## src/rtl/rftmr_pkg.sv

```systemverilog
// Constants for the reader timer-one block: register map, field layout, tick timing.
// Assumes a 20 MHz system clock and an APB slave with 32-bit data.
package rftmr_pkg;
	// ----------------------------------------
	// Register indices (byte address = 4 * index)
	// ----------------------------------------
	localparam logic [7:0] IDX_T1_CONTROL = 8'h14;
	localparam logic [7:0] IDX_T1_RELOAD_HIGH = 8'h15;
	localparam logic [7:0] IDX_T1_RELOAD_LOW = 8'h16;
	localparam logic [7:0] IDX_T1_COUNT_HIGH = 8'h17;
	localparam logic [7:0] IDX_T1_COUNT_LOW = 8'h18;
	localparam logic [7:0] IDX_T2_CONTROL = 8'h19;
	localparam logic [7:0] IDX_RUN_CONTROL = 8'h20;
	localparam logic [7:0] IDX_IRQ_STATUS = 8'h21;
	localparam logic [7:0] IDX_IRQ_MASK = 8'h22;
	localparam logic [9:0] ADDR_MULT = 10'h004;

	// ----------------------------------------
	// Control register fields
	// ----------------------------------------
	localparam int BIT_STOP_RX = 7;
	localparam int BIT_START_HI = 5;
	localparam int BIT_START_LO = 4;
	localparam int BIT_AUTO_RELOAD = 3;
	localparam int BIT_TICK_HI = 1;
	localparam int BIT_TICK_LO = 0;
	localparam logic [7:0] CONTROL_WRITE_MASK = 8'hBB;
	localparam logic [7:0] CONTROL_RESET = 8'h00;
	localparam logic [7:0] BYTE_RESET = 8'h00;
	localparam logic [15:0] COUNT_RESET = 16'h0000;
	localparam logic [15:0] COUNT_ONE = 16'h0001;

	// Running control: bit 0 indicator, bit 1 write enable
	localparam int BIT_RUNNING = 0;
	localparam int BIT_RUN_WE = 1;
	// Interrupt status/mask: bit 0 underflow
	localparam int BIT_IRQ_UNDERFLOW = 0;

	typedef enum logic [1:0] {START_NONE, START_TX_END, START_LFO_NOUF, START_LFO_UF}
		rftmr_start_t;
	typedef enum logic [1:0] {TICK_FAST, TICK_SLOW, TICK_CASCADE_A, TICK_CASCADE_B}
		rftmr_tick_t;

	// ----------------------------------------
	// Tick timing
	// ----------------------------------------
	localparam int CLK_HZ = 20_000_000;
	localparam int SLOW_TICK_HZ = 211_875;
	// Longest period rounds down; at least one cycle
	localparam int SLOW_DIV_CYCLES = (CLK_HZ / SLOW_TICK_HZ) < 1 ? 1 : (CLK_HZ / SLOW_TICK_HZ);
	localparam int SLOW_DIV_W = 8;
	localparam int RX_STOP_BITS = 4;
endpackage : rftmr_pkg

```

## src/rtl/rftmr_tick_div.sv

```systemverilog
// Slow tick generator: one-cycle pulse every DIV cycles.
// Assumes a single system clock and synchronous active-low reset.
`timescale 1ns/1ps
`default_nettype none
module rftmr_tick_div #(
	parameter int DIV = rftmr_pkg::SLOW_DIV_CYCLES,
	parameter int W = rftmr_pkg::SLOW_DIV_W
) (
	// Clock and reset
	input wire logic clk,
	input wire logic rst_n,
	// Tick
	output logic tick
);
	logic [W-1:0] cnt_reg;
	localparam logic [W-1:0] LAST = W'(DIV - 1);
	localparam logic [W-1:0] ZERO = '0;
	localparam logic [W-1:0] ONE = W'(1);

	always_ff @(posedge clk) begin
		if (!rst_n) begin
			cnt_reg <= ZERO;
		end else if (cnt_reg == LAST) begin
			cnt_reg <= ZERO;
		end else begin
			cnt_reg <= cnt_reg + ONE;
		end
	end

	assign tick = (cnt_reg == LAST);
endmodule : rftmr_tick_div
`default_nettype wire

```

## src/rtl/rftmr_timer.sv

```systemverilog
// Timer one of a contactless reader front end with APB register access.
// Assumes single 20 MHz clock; event inputs are synchronous one-cycle pulses or levels.
// The 13.56 MHz tick is supplied as an enable pulse from the analog clock domain,
// already resynchronised to CLK.
//
// Implementation choice: the APB register port.
`timescale 1ns/1ps
`default_nettype none
// Behaviour
// - Control bits: stop7, start5:4, reload3, tick1:0
// - Stop after first four received bits
// - Stop flag ignored in trimming modes
// - Mode 00 manual, 01 start at TX end
// - Modes 10/11 trim oscillator, rising edges
// - Auto-reload reloads on the tick at one, in place of the step to zero, keeps counting; mode 10 holds at one instead
// - Without reload, halt at zero; mode 10 holds at one and keeps running
// - Underflow sets interrupt flag
// - Tick 00 fast clock, 01 slow clock
// - Tick 10/11 cascade from sibling underflows
// - Start loads sixteen-bit reload word
// - High reload write spares running count
// - Low reload write spares running count
// - Count readable as two live bytes
// - Timer-two control uses same layout
// - Running bit written only with enable
module rftmr_timer #(
	parameter int COUNT_W = 16
) (
	// Clock and reset
	input wire logic CLK,
	input wire logic RST_N,
	// APB slave
	input wire logic [31:0] PADDR,
	input wire logic PSEL,
	input wire logic PENABLE,
	input wire logic PWRITE,
	input wire logic [31:0] PWDATA,
	output logic [31:0] PRDATA,
	output logic PREADY,
	output logic PSLVERR,
	// Radio events
	input wire logic TX_DONE,
	input wire logic RX_BIT_VALID,
	input wire logic RX_ACTIVE,
	input wire logic LFO_IN,
	input wire logic FAST_TICK,
	// Sibling timer underflows
	input wire logic TIMER0_UNDERFLOW,
	input wire logic TIMER2_UNDERFLOW,
	// Outputs
	output logic UNDERFLOW,
	output logic RUNNING,
	output logic [7:0] TIMER_TWO_CONTROL,
	output logic IRQ
);
	// ----------------------------------------
	// Register file
	// ----------------------------------------
	logic [7:0] ctrl_reg;
	logic [7:0] ctrl2_reg;
	logic [7:0] reload_hi_reg;
	logic [7:0] reload_lo_reg;
	logic [COUNT_W-1:0] count_reg;
	logic running_reg;
	logic irq_stat_reg;
	logic irq_mask_reg;
	logic [31:0] prdata_reg;
	logic underflow_reg;

	logic wr_en;
	logic rd_en;
	logic [7:0] reg_idx;
	logic addr_ok;
	logic slow_tick;
	logic tick;
	logic start_ev;
	logic stop_ev;
	logic uf_ev;
	logic count_at_one;
	logic lfo_d_reg;
	logic lfo_rise;
	logic [2:0] rx_cnt_reg;
	logic rx_stop;
	logic sw_run_we;
	logic sw_run_val;
	rftmr_pkg::rftmr_start_t start_mode;
	rftmr_pkg::rftmr_tick_t tick_src;

	// Byte address to register index
	function automatic logic [7:0] addr_to_idx(input logic [31:0] a);
		addr_to_idx = a[9:2];
	endfunction : addr_to_idx

	// reload word from its two bytes
	function automatic logic [COUNT_W-1:0] reload_word(input logic [7:0] hi,
		input logic [7:0] lo);
		reload_word = COUNT_W'({hi, lo});
	endfunction : reload_word

	function automatic logic is_mapped(input logic [31:0] a);
		logic [7:0] i;
		i = a[9:2];
		is_mapped = (a[31:10] == 22'h00_0000) && (a[1:0] == 2'b00) &&
			((i >= rftmr_pkg::IDX_T1_CONTROL && i <= rftmr_pkg::IDX_T2_CONTROL) ||
			(i >= rftmr_pkg::IDX_RUN_CONTROL && i <= rftmr_pkg::IDX_IRQ_MASK));
	endfunction : is_mapped

	assign reg_idx = addr_to_idx(PADDR);
	assign addr_ok = is_mapped(PADDR);
	// Zero wait state slave
	assign PREADY = 1'b1;
	assign PSLVERR = PSEL && PENABLE && !addr_ok;
	assign wr_en = PSEL && PENABLE && PWRITE && addr_ok;
	assign rd_en = PSEL && PENABLE && !PWRITE && addr_ok;
	assign PRDATA = prdata_reg;

	assign start_mode = rftmr_pkg::rftmr_start_t'(
		ctrl_reg[rftmr_pkg::BIT_START_HI:rftmr_pkg::BIT_START_LO]);
	assign tick_src = rftmr_pkg::rftmr_tick_t'(
		ctrl_reg[rftmr_pkg::BIT_TICK_HI:rftmr_pkg::BIT_TICK_LO]);

	// control registers, reserved bits held zero
	always_ff @(posedge CLK) begin
		if (!RST_N) begin
			ctrl_reg <= rftmr_pkg::CONTROL_RESET;
			ctrl2_reg <= rftmr_pkg::CONTROL_RESET;
		end else if (wr_en) begin
			if (reg_idx == rftmr_pkg::IDX_T1_CONTROL) begin
				ctrl_reg <= PWDATA[7:0] & rftmr_pkg::CONTROL_WRITE_MASK;
			end
			if (reg_idx == rftmr_pkg::IDX_T2_CONTROL) begin
				ctrl2_reg <= PWDATA[7:0] & rftmr_pkg::CONTROL_WRITE_MASK;
			end
		end
	end

	always_ff @(posedge CLK) begin
		if (!RST_N) begin
			reload_hi_reg <= rftmr_pkg::BYTE_RESET;
			reload_lo_reg <= rftmr_pkg::BYTE_RESET;
		end else if (wr_en) begin
			if (reg_idx == rftmr_pkg::IDX_T1_RELOAD_HIGH) begin
				reload_hi_reg <= PWDATA[7:0];
			end
			if (reg_idx == rftmr_pkg::IDX_T1_RELOAD_LOW) begin
				reload_lo_reg <= PWDATA[7:0];
			end
		end
	end

	// ----------------------------------------
	// Tick selection
	// ----------------------------------------
	rftmr_tick_div #(
		.DIV(rftmr_pkg::SLOW_DIV_CYCLES),
		.W(rftmr_pkg::SLOW_DIV_W)
	) u_slow_div (
		.clk(CLK),
		.rst_n(RST_N),
		.tick(slow_tick)
	);

	always_comb begin
		unique case (tick_src)
			rftmr_pkg::TICK_FAST: tick = FAST_TICK;
			rftmr_pkg::TICK_SLOW: tick = slow_tick;
			rftmr_pkg::TICK_CASCADE_A: tick = TIMER0_UNDERFLOW;
			rftmr_pkg::TICK_CASCADE_B: tick = TIMER2_UNDERFLOW;
		endcase
	end

	// ----------------------------------------
	// Start and stop events
	// ----------------------------------------
	always_ff @(posedge CLK) begin
		if (!RST_N) begin
			lfo_d_reg <= 1'b0;
		end else begin
			lfo_d_reg <= LFO_IN;
		end
	end
	assign lfo_rise = LFO_IN && !lfo_d_reg;

	// count received bits of the frame, saturating at four
	always_ff @(posedge CLK) begin
		if (!RST_N) begin
			rx_cnt_reg <= 3'h0;
		end else if (!RX_ACTIVE) begin
			rx_cnt_reg <= 3'h0;
		end else if (RX_BIT_VALID && rx_cnt_reg != 3'(rftmr_pkg::RX_STOP_BITS)) begin
			rx_cnt_reg <= rx_cnt_reg + 3'h1;
		end
	end
	assign rx_stop = RX_ACTIVE && RX_BIT_VALID &&
		(rx_cnt_reg == 3'(rftmr_pkg::RX_STOP_BITS - 1));

	always_comb begin
		start_ev = 1'b0;
		stop_ev = 1'b0;
		unique case (start_mode)
			rftmr_pkg::START_NONE: start_ev = 1'b0;
			rftmr_pkg::START_TX_END: start_ev = TX_DONE;
			// trimming: rising edge starts when idle, stops when running
			rftmr_pkg::START_LFO_NOUF, rftmr_pkg::START_LFO_UF: begin
				start_ev = lfo_rise && !running_reg;
				stop_ev = lfo_rise && running_reg;
			end
		endcase
		if (ctrl_reg[rftmr_pkg::BIT_STOP_RX] && !start_mode[1] && rx_stop) begin
			stop_ev = 1'b1;
		end
	end

	// running write enable travels in the same access
	assign sw_run_we = wr_en && (reg_idx == rftmr_pkg::IDX_RUN_CONTROL) &&
		PWDATA[rftmr_pkg::BIT_RUN_WE];
	assign sw_run_val = PWDATA[rftmr_pkg::BIT_RUNNING];

	// Last step before zero, shared by underflow and count engine
	assign count_at_one = (count_reg == COUNT_W'(rftmr_pkg::COUNT_ONE));

	// Underflow: tick at count one (no-underflow trim mode holds instead)
	assign uf_ev = running_reg && tick && count_at_one &&
		(start_mode != rftmr_pkg::START_LFO_NOUF);

	// ----------------------------------------
	// Counter
	// ----------------------------------------
	// count engine
	// Software start while running keeps the count; stop first to restart
	always_ff @(posedge CLK) begin
		if (!RST_N) begin
			count_reg <= COUNT_W'(rftmr_pkg::COUNT_RESET);
		end else if (start_ev || (sw_run_we && sw_run_val && !running_reg)) begin
			count_reg <= reload_word(reload_hi_reg, reload_lo_reg);
		end else if (running_reg && !stop_ev && tick) begin
			if (count_at_one) begin
				if (start_mode == rftmr_pkg::START_LFO_NOUF) begin
					count_reg <= count_reg;
				end else if (ctrl_reg[rftmr_pkg::BIT_AUTO_RELOAD]) begin
					count_reg <= reload_word(reload_hi_reg, reload_lo_reg);
				end else begin
					count_reg <= count_reg - COUNT_W'(rftmr_pkg::COUNT_ONE);
				end
			end else if (count_reg != COUNT_W'(rftmr_pkg::COUNT_RESET)) begin
				count_reg <= count_reg - COUNT_W'(rftmr_pkg::COUNT_ONE);
			end
		end
	end

	always_ff @(posedge CLK) begin
		if (!RST_N) begin
			running_reg <= 1'b0;
		end else if (sw_run_we) begin
			running_reg <= sw_run_val;
		end else if (start_ev) begin
			running_reg <= 1'b1;
		end else if (stop_ev) begin
			running_reg <= 1'b0;
		end else if (uf_ev && !ctrl_reg[rftmr_pkg::BIT_AUTO_RELOAD]) begin
			running_reg <= 1'b0;
		end else if (running_reg && count_reg == COUNT_W'(rftmr_pkg::COUNT_RESET)) begin
			running_reg <= 1'b0;
		end
	end

	// sticky underflow flag, set beats clear
	always_ff @(posedge CLK) begin
		if (!RST_N) begin
			irq_stat_reg <= 1'b0;
		end else if (uf_ev && !stop_ev) begin
			irq_stat_reg <= 1'b1;
		end else if (wr_en && reg_idx == rftmr_pkg::IDX_IRQ_STATUS &&
			PWDATA[rftmr_pkg::BIT_IRQ_UNDERFLOW]) begin
			irq_stat_reg <= 1'b0;
		end
	end

	always_ff @(posedge CLK) begin
		if (!RST_N) begin
			irq_mask_reg <= 1'b0;
		end else if (wr_en && reg_idx == rftmr_pkg::IDX_IRQ_MASK) begin
			irq_mask_reg <= PWDATA[rftmr_pkg::BIT_IRQ_UNDERFLOW];
		end
	end

	// Underflow pulse for cascading siblings
	always_ff @(posedge CLK) begin
		if (!RST_N) begin
			underflow_reg <= 1'b0;
		end else begin
			underflow_reg <= uf_ev && !stop_ev;
		end
	end

	// ----------------------------------------
	// Read data
	// ----------------------------------------
	// live count bytes; reads during reception may tear
	always_ff @(posedge CLK) begin
		if (!RST_N) begin
			prdata_reg <= 32'h0000_0000;
		end else if (PSEL && !PENABLE && !PWRITE) begin
			prdata_reg <= 32'h0000_0000;
			unique case (addr_to_idx(PADDR))
				rftmr_pkg::IDX_T1_CONTROL: prdata_reg[7:0] <= ctrl_reg;
				rftmr_pkg::IDX_T1_RELOAD_HIGH: prdata_reg[7:0] <= reload_hi_reg;
				rftmr_pkg::IDX_T1_RELOAD_LOW: prdata_reg[7:0] <= reload_lo_reg;
				rftmr_pkg::IDX_T1_COUNT_HIGH: prdata_reg[7:0] <= count_reg[15:8];
				rftmr_pkg::IDX_T1_COUNT_LOW: prdata_reg[7:0] <= count_reg[7:0];
				rftmr_pkg::IDX_T2_CONTROL: prdata_reg[7:0] <= ctrl2_reg;
				rftmr_pkg::IDX_RUN_CONTROL: prdata_reg[rftmr_pkg::BIT_RUNNING] <= running_reg;
				rftmr_pkg::IDX_IRQ_STATUS: prdata_reg[rftmr_pkg::BIT_IRQ_UNDERFLOW] <= irq_stat_reg;
				rftmr_pkg::IDX_IRQ_MASK: prdata_reg[rftmr_pkg::BIT_IRQ_UNDERFLOW] <= irq_mask_reg;
				default: prdata_reg <= 32'h0000_0000;
			endcase
			// Refused addresses read zero, never an aliased register
			if (!addr_ok) begin
				prdata_reg <= 32'h0000_0000;
			end
		end
	end

	// ----------------------------------------
	// Outputs
	// ----------------------------------------
	assign UNDERFLOW = underflow_reg;
	assign RUNNING = running_reg;
	assign TIMER_TWO_CONTROL = ctrl2_reg;
	assign IRQ = irq_stat_reg && irq_mask_reg;

	logic unused_rd;
	assign unused_rd = rd_en;
endmodule : rftmr_timer
`default_nettype wire

```

## config.mk

```make
export PLATFORM = sky130hd
export DESIGN_NAME = rftmr_timer
export DESIGN_NICKNAME = d
export VERILOG_FILES = /design/src/rtl/rftmr_pkg.sv /design/src/rtl/rftmr_tick_div.sv /design/src/rtl/rftmr_timer.sv
export SDC_FILE = /design/constraint.sdc
export NUM_CORES = 1
export LEC_CHECK = 0
export BUFFER_PORTS_ARGS = -buffer_cell sky130_fd_sc_hd__buf_4
export CAP_MARGIN = 5
export CORE_ASPECT_RATIO = 0.6
export CORE_MARGIN = 1
export CORE_UTILIZATION = 50
export CTS_CLUSTER_SIZE = 30
export DETAILED_ROUTE_END_ITERATION = 7
export PLACE_DENSITY = 0.79
export SYNTH_ARGS = -nofsm -noshare
export SYNTH_HDL_FRONTEND = slang
export SYNTH_SLANG_ARGS = --single-unit
export TNS_END_PERCENT = 30
```

## constraint.sdc

```tcl
create_clock -name CLK -period 6.2 [get_ports CLK]
set_clock_uncertainty 0.15 [all_clocks]
set_input_delay 0.31 -clock CLK [delete_from_list [all_inputs] [get_ports CLK]]
set_output_delay 0.31 -clock CLK [all_outputs]
set_load 0.02 [all_outputs]
```

==> impl_metrics.csv <==
group,metric,value,unit
status,status,"finished clean",
routing,via_count,3776,
clock_network,postCtsResizedCells,0,
clock_network,clk_latency,0.34,ns
yosys,synth_common_cells,"dfxtp_1 (68), nor2b_1 (34), a21oi_1 (29), buf_4 (28), nand2_1 (28)",
grt,grt_usage,28.5,%
yosys,synth.area.top_cells,"dfxtp_1 (35%), mux2i_1 (6.6%), nor2b_1 (5.4%)",
routing,drt-initial-drc-count,366,
grt,grt_max_degree,62,
yosys,synth_cell_types,60,
grt,grt_pass1_vias,3402,
clock_network,htree_num_levels,3,
yosys,postSynthCellCount,464,
power_and_ir_drop,p_clk_share,51.4,%
clock_network,post_cts_buffers,0,
yosys,yosysMostFrequentCell,"dfxtp_1",
power_and_ir_drop,sw_frac_of_total,22.5,%
cells_and_area,nNetsFinal,608,
setup_path,worst-setup-path-type,"input port to flop",
timing,finalSetupTns,0,ns
timing,setup_viol,0,
clock_network,path_clk_slew,0.06,ns
timing,period_needed,2.97,ns
power_and_ir_drop,switchingPower,239,uW
floorplanning,ioPinCount,121,
floorplanning,fp.dieH,70.6,um
yosys,ys_ff_latch,68,
cells_and_area,largest_register_ffs,16,
routing,dr.pass1.iters,5,
power_and_ir_drop,combPwrFrac,7.1,%
place,io_buffers,69,
routing,ant_nets,0,
cells_and_area,drive_gt1_share,20.0,%
yosys,synth_area_leader_cell,"dfxtp_1",
routing,routed_via_density,5.96,
place,detailed_place_hpwl,8190,um
clock_network,cts_root_buf,"clkbuf_16",
timing,slew_headroom,28.3,%
setup_path,cp-end-kind,"flop",
power_and_ir_drop,vdd_drop_max,199,uV
timing,rsz0062_at_grt,"false",
clock_network,cts_tree,"built",
floorplanning,num_rows,24,
power_and_ir_drop,p_int,824,uW
routing,wl,11100,um
yosys,yosysSeqAreaShare,34.7,%
timing,hold_violations,0,
place,place_congestion,0.978,
floorplanning,die_x,116,um
setup_path,crit_required,6.31,ns
routing,wl_per_cell,17.5,um
yosys,synth_edf_count,0,
floorplanning,start_util,52.9,%
hold_path,hp-class,"input port to flop",
setup_path,arrival,3.08,ns
yosys,synth-warning-count,0,
cells_and_area,syn2layout_area_growth,20.2,%
timing,hold_ws,0.0350,ns
yosys,synthArstFlopShare,0,%
routing,drcViolationCount,0,
power_and_ir_drop,sequentialPowerShare,41.6,%
setup_path,critPathLaunchType,"input port",
power_and_ir_drop,power.leakage,2.02,nW
clock_network,max-clock-path-buffers,2,
timing,maxSlewViolCount,0,
floorplanning,coreArea,7420,um^2
timing,period_share,47.9,%
grt,antenna_found_initial,0,
power_and_ir_drop,power_density,225,nW/um^2
cells_and_area,diodes,0,
floorplanning,die_area,8220,um^2
clock_network,clock-sinks,68,
clock_network,cts.hold.buffers_added,0,
cells_and_area,nFillCells,638,
grt,grt_overflow,0,
timing,tightest_slew,1.07,ns
grt,grt_first_pass_wirelength,17600,um
setup_path,crit_fanout,17,
yosys,syn_area,3920,um^2
clock_network,numCtsBuffers,9,
yosys,avgSynthCellArea,8.46,um^2
run,maxCapViolations,0,
yosys,synth.top_cell.area_share,34.7,%
timing,fmax,0.337,GHz
yosys,postSynth.topFlopCell,"dfxtp_1",
per-layer routing:
metal | routed length, um | global-route usage, % | vias to the layer above
met5 | 0 | 0 | -
met4 | 210 | 11.3 | 0
met3 | 1380 | 10.0 | 15
met2 | 4690 | 40.2 | 226
met1 | 4830 | 39.5 | 1766
li1 | - | - | 1769
kinds of logic (layout without fill, tap and decap cells):
| family | count (synthesis) | after routing | synth area share (%) |
|---|---|---|---|
| flip-flops | 68 | 68 | 34.7 |
| multiplexers | 29 | 29 | 7.49 |
| other | 2 | 27 | 0.191 |
| XOR/XNOR | 7 | 7 | 1.56 |
| AND/OR/NAND/NOR | 183 | 183 | 25.8 |
| buffers and inverters | 55 | 96 | 8.23 |
| adder cells (fa/ha/maj) | 7 | 7 | 2.23 |
| AO/OA/AOI/OAI | 113 | 113 | 19.8 |
cell type report:
class / instances / area (um^2) / area share, %
clock buffer: 10 / 229 / 4.86
inverter: 9 / 33.8 / 0.716
sequential: 68 / 1360 / 28.9
timing repair buffer: 71 / 533 / 11.3
multi-input combinational: 366 / 2340 / 49.6
tap: 104 / 130 / 2.76
clock inverter: 6 / 88.8 / 1.88
power groups by stage:
stage	logic [mW]	clock network, mW	registers (mW)
after floorplan	0.0515	0	0.451
after global placement	0.0726	0	0.451
after detailed placement	0.0744	0	0.451
after CTS	0.0747	0.551	0.442
after global routing	0.0819	0.575	0.442
final	0.0751	0.546	0.442
placed cells by master (no fill, tap or decap), types with 4 or more instances in the layout:
cell type / Yosys / routed
nand3_1: 18 / 18
nand2_2: 4 / 4
o21ai_0: 13 / 13
nor4_1: 12 / 11
clkbuf_16: 0 / 9
ha_1: 7 / 7
nand4_1: 5 / 5
nor2b_1: 34 / 34
buf_4: 28 / 71
xor2_1: 4 / 4
dfxtp_1: 68 / 68
o22ai_1: 5 / 5
a22oi_1: 23 / 23
a21oi_1: 29 / 29
nand2_1: 28 / 28
a31oi_1: 5 / 5
o21ai_1: 6 / 6
nor3_1: 14 / 14
mux2i_1: 26 / 26
o31a_1: 5 / 5
o211ai_1: 6 / 6
or3_1: 8 / 8
nor2_1: 27 / 27
a21boi_0: 5 / 5
nand2b_1: 7 / 7
inv_1: 9 / 9
conb_1: 2 / 27
and3_1: 4 / 4
per-stage QoR:
| stage | std cells | power, mW | worst slack [ns] | utilization (%) | area, um^2 |
|---|---|---|---|---|---|
| 2_1_floorplan | 489 | 0.502 | 3.73 | - | 4020 |
| 3_3_place_gp | 618 | 0.524 | 3.03 | 59.3 | 4400 |
| 3_5_place_dp | 618 | 0.526 | 2.96 | 59.3 | 4400 |
| 4_1_cts | 634 | 1.07 | 3.31 | 63.6 | 4720 |
| 5_1_grt | 634 | 1.10 | 3.09 | 63.6 | 4720 |
| 6_report | 634 | 1.06 | 3.23 | 63.6 | 4720 |
worst max-delay path, cell delays in order:
cell and delay [ns]:
buf_4 0.12, or3b_1 0.42, a211o_1 0.31, a311oi_4 0.53, and4_1 0.64, a211o_4 0.34
nand2_2 0.16, o22ai_1 0.24
worst paths after layout:
check                from           end  slack, ns  cells past startpoint
max              PADDR[5]  count_reg[4]       3.23                      8
min                LFO_IN     lfo_d_reg       0.03                      2
min reg2reg     PRDATA[0]     PRDATA[0]       0.32                      2
max reg2reg  count_reg[4]  count_reg[3]       3.31                      7
Note: power is estimated with default switching activity, not from simulation.
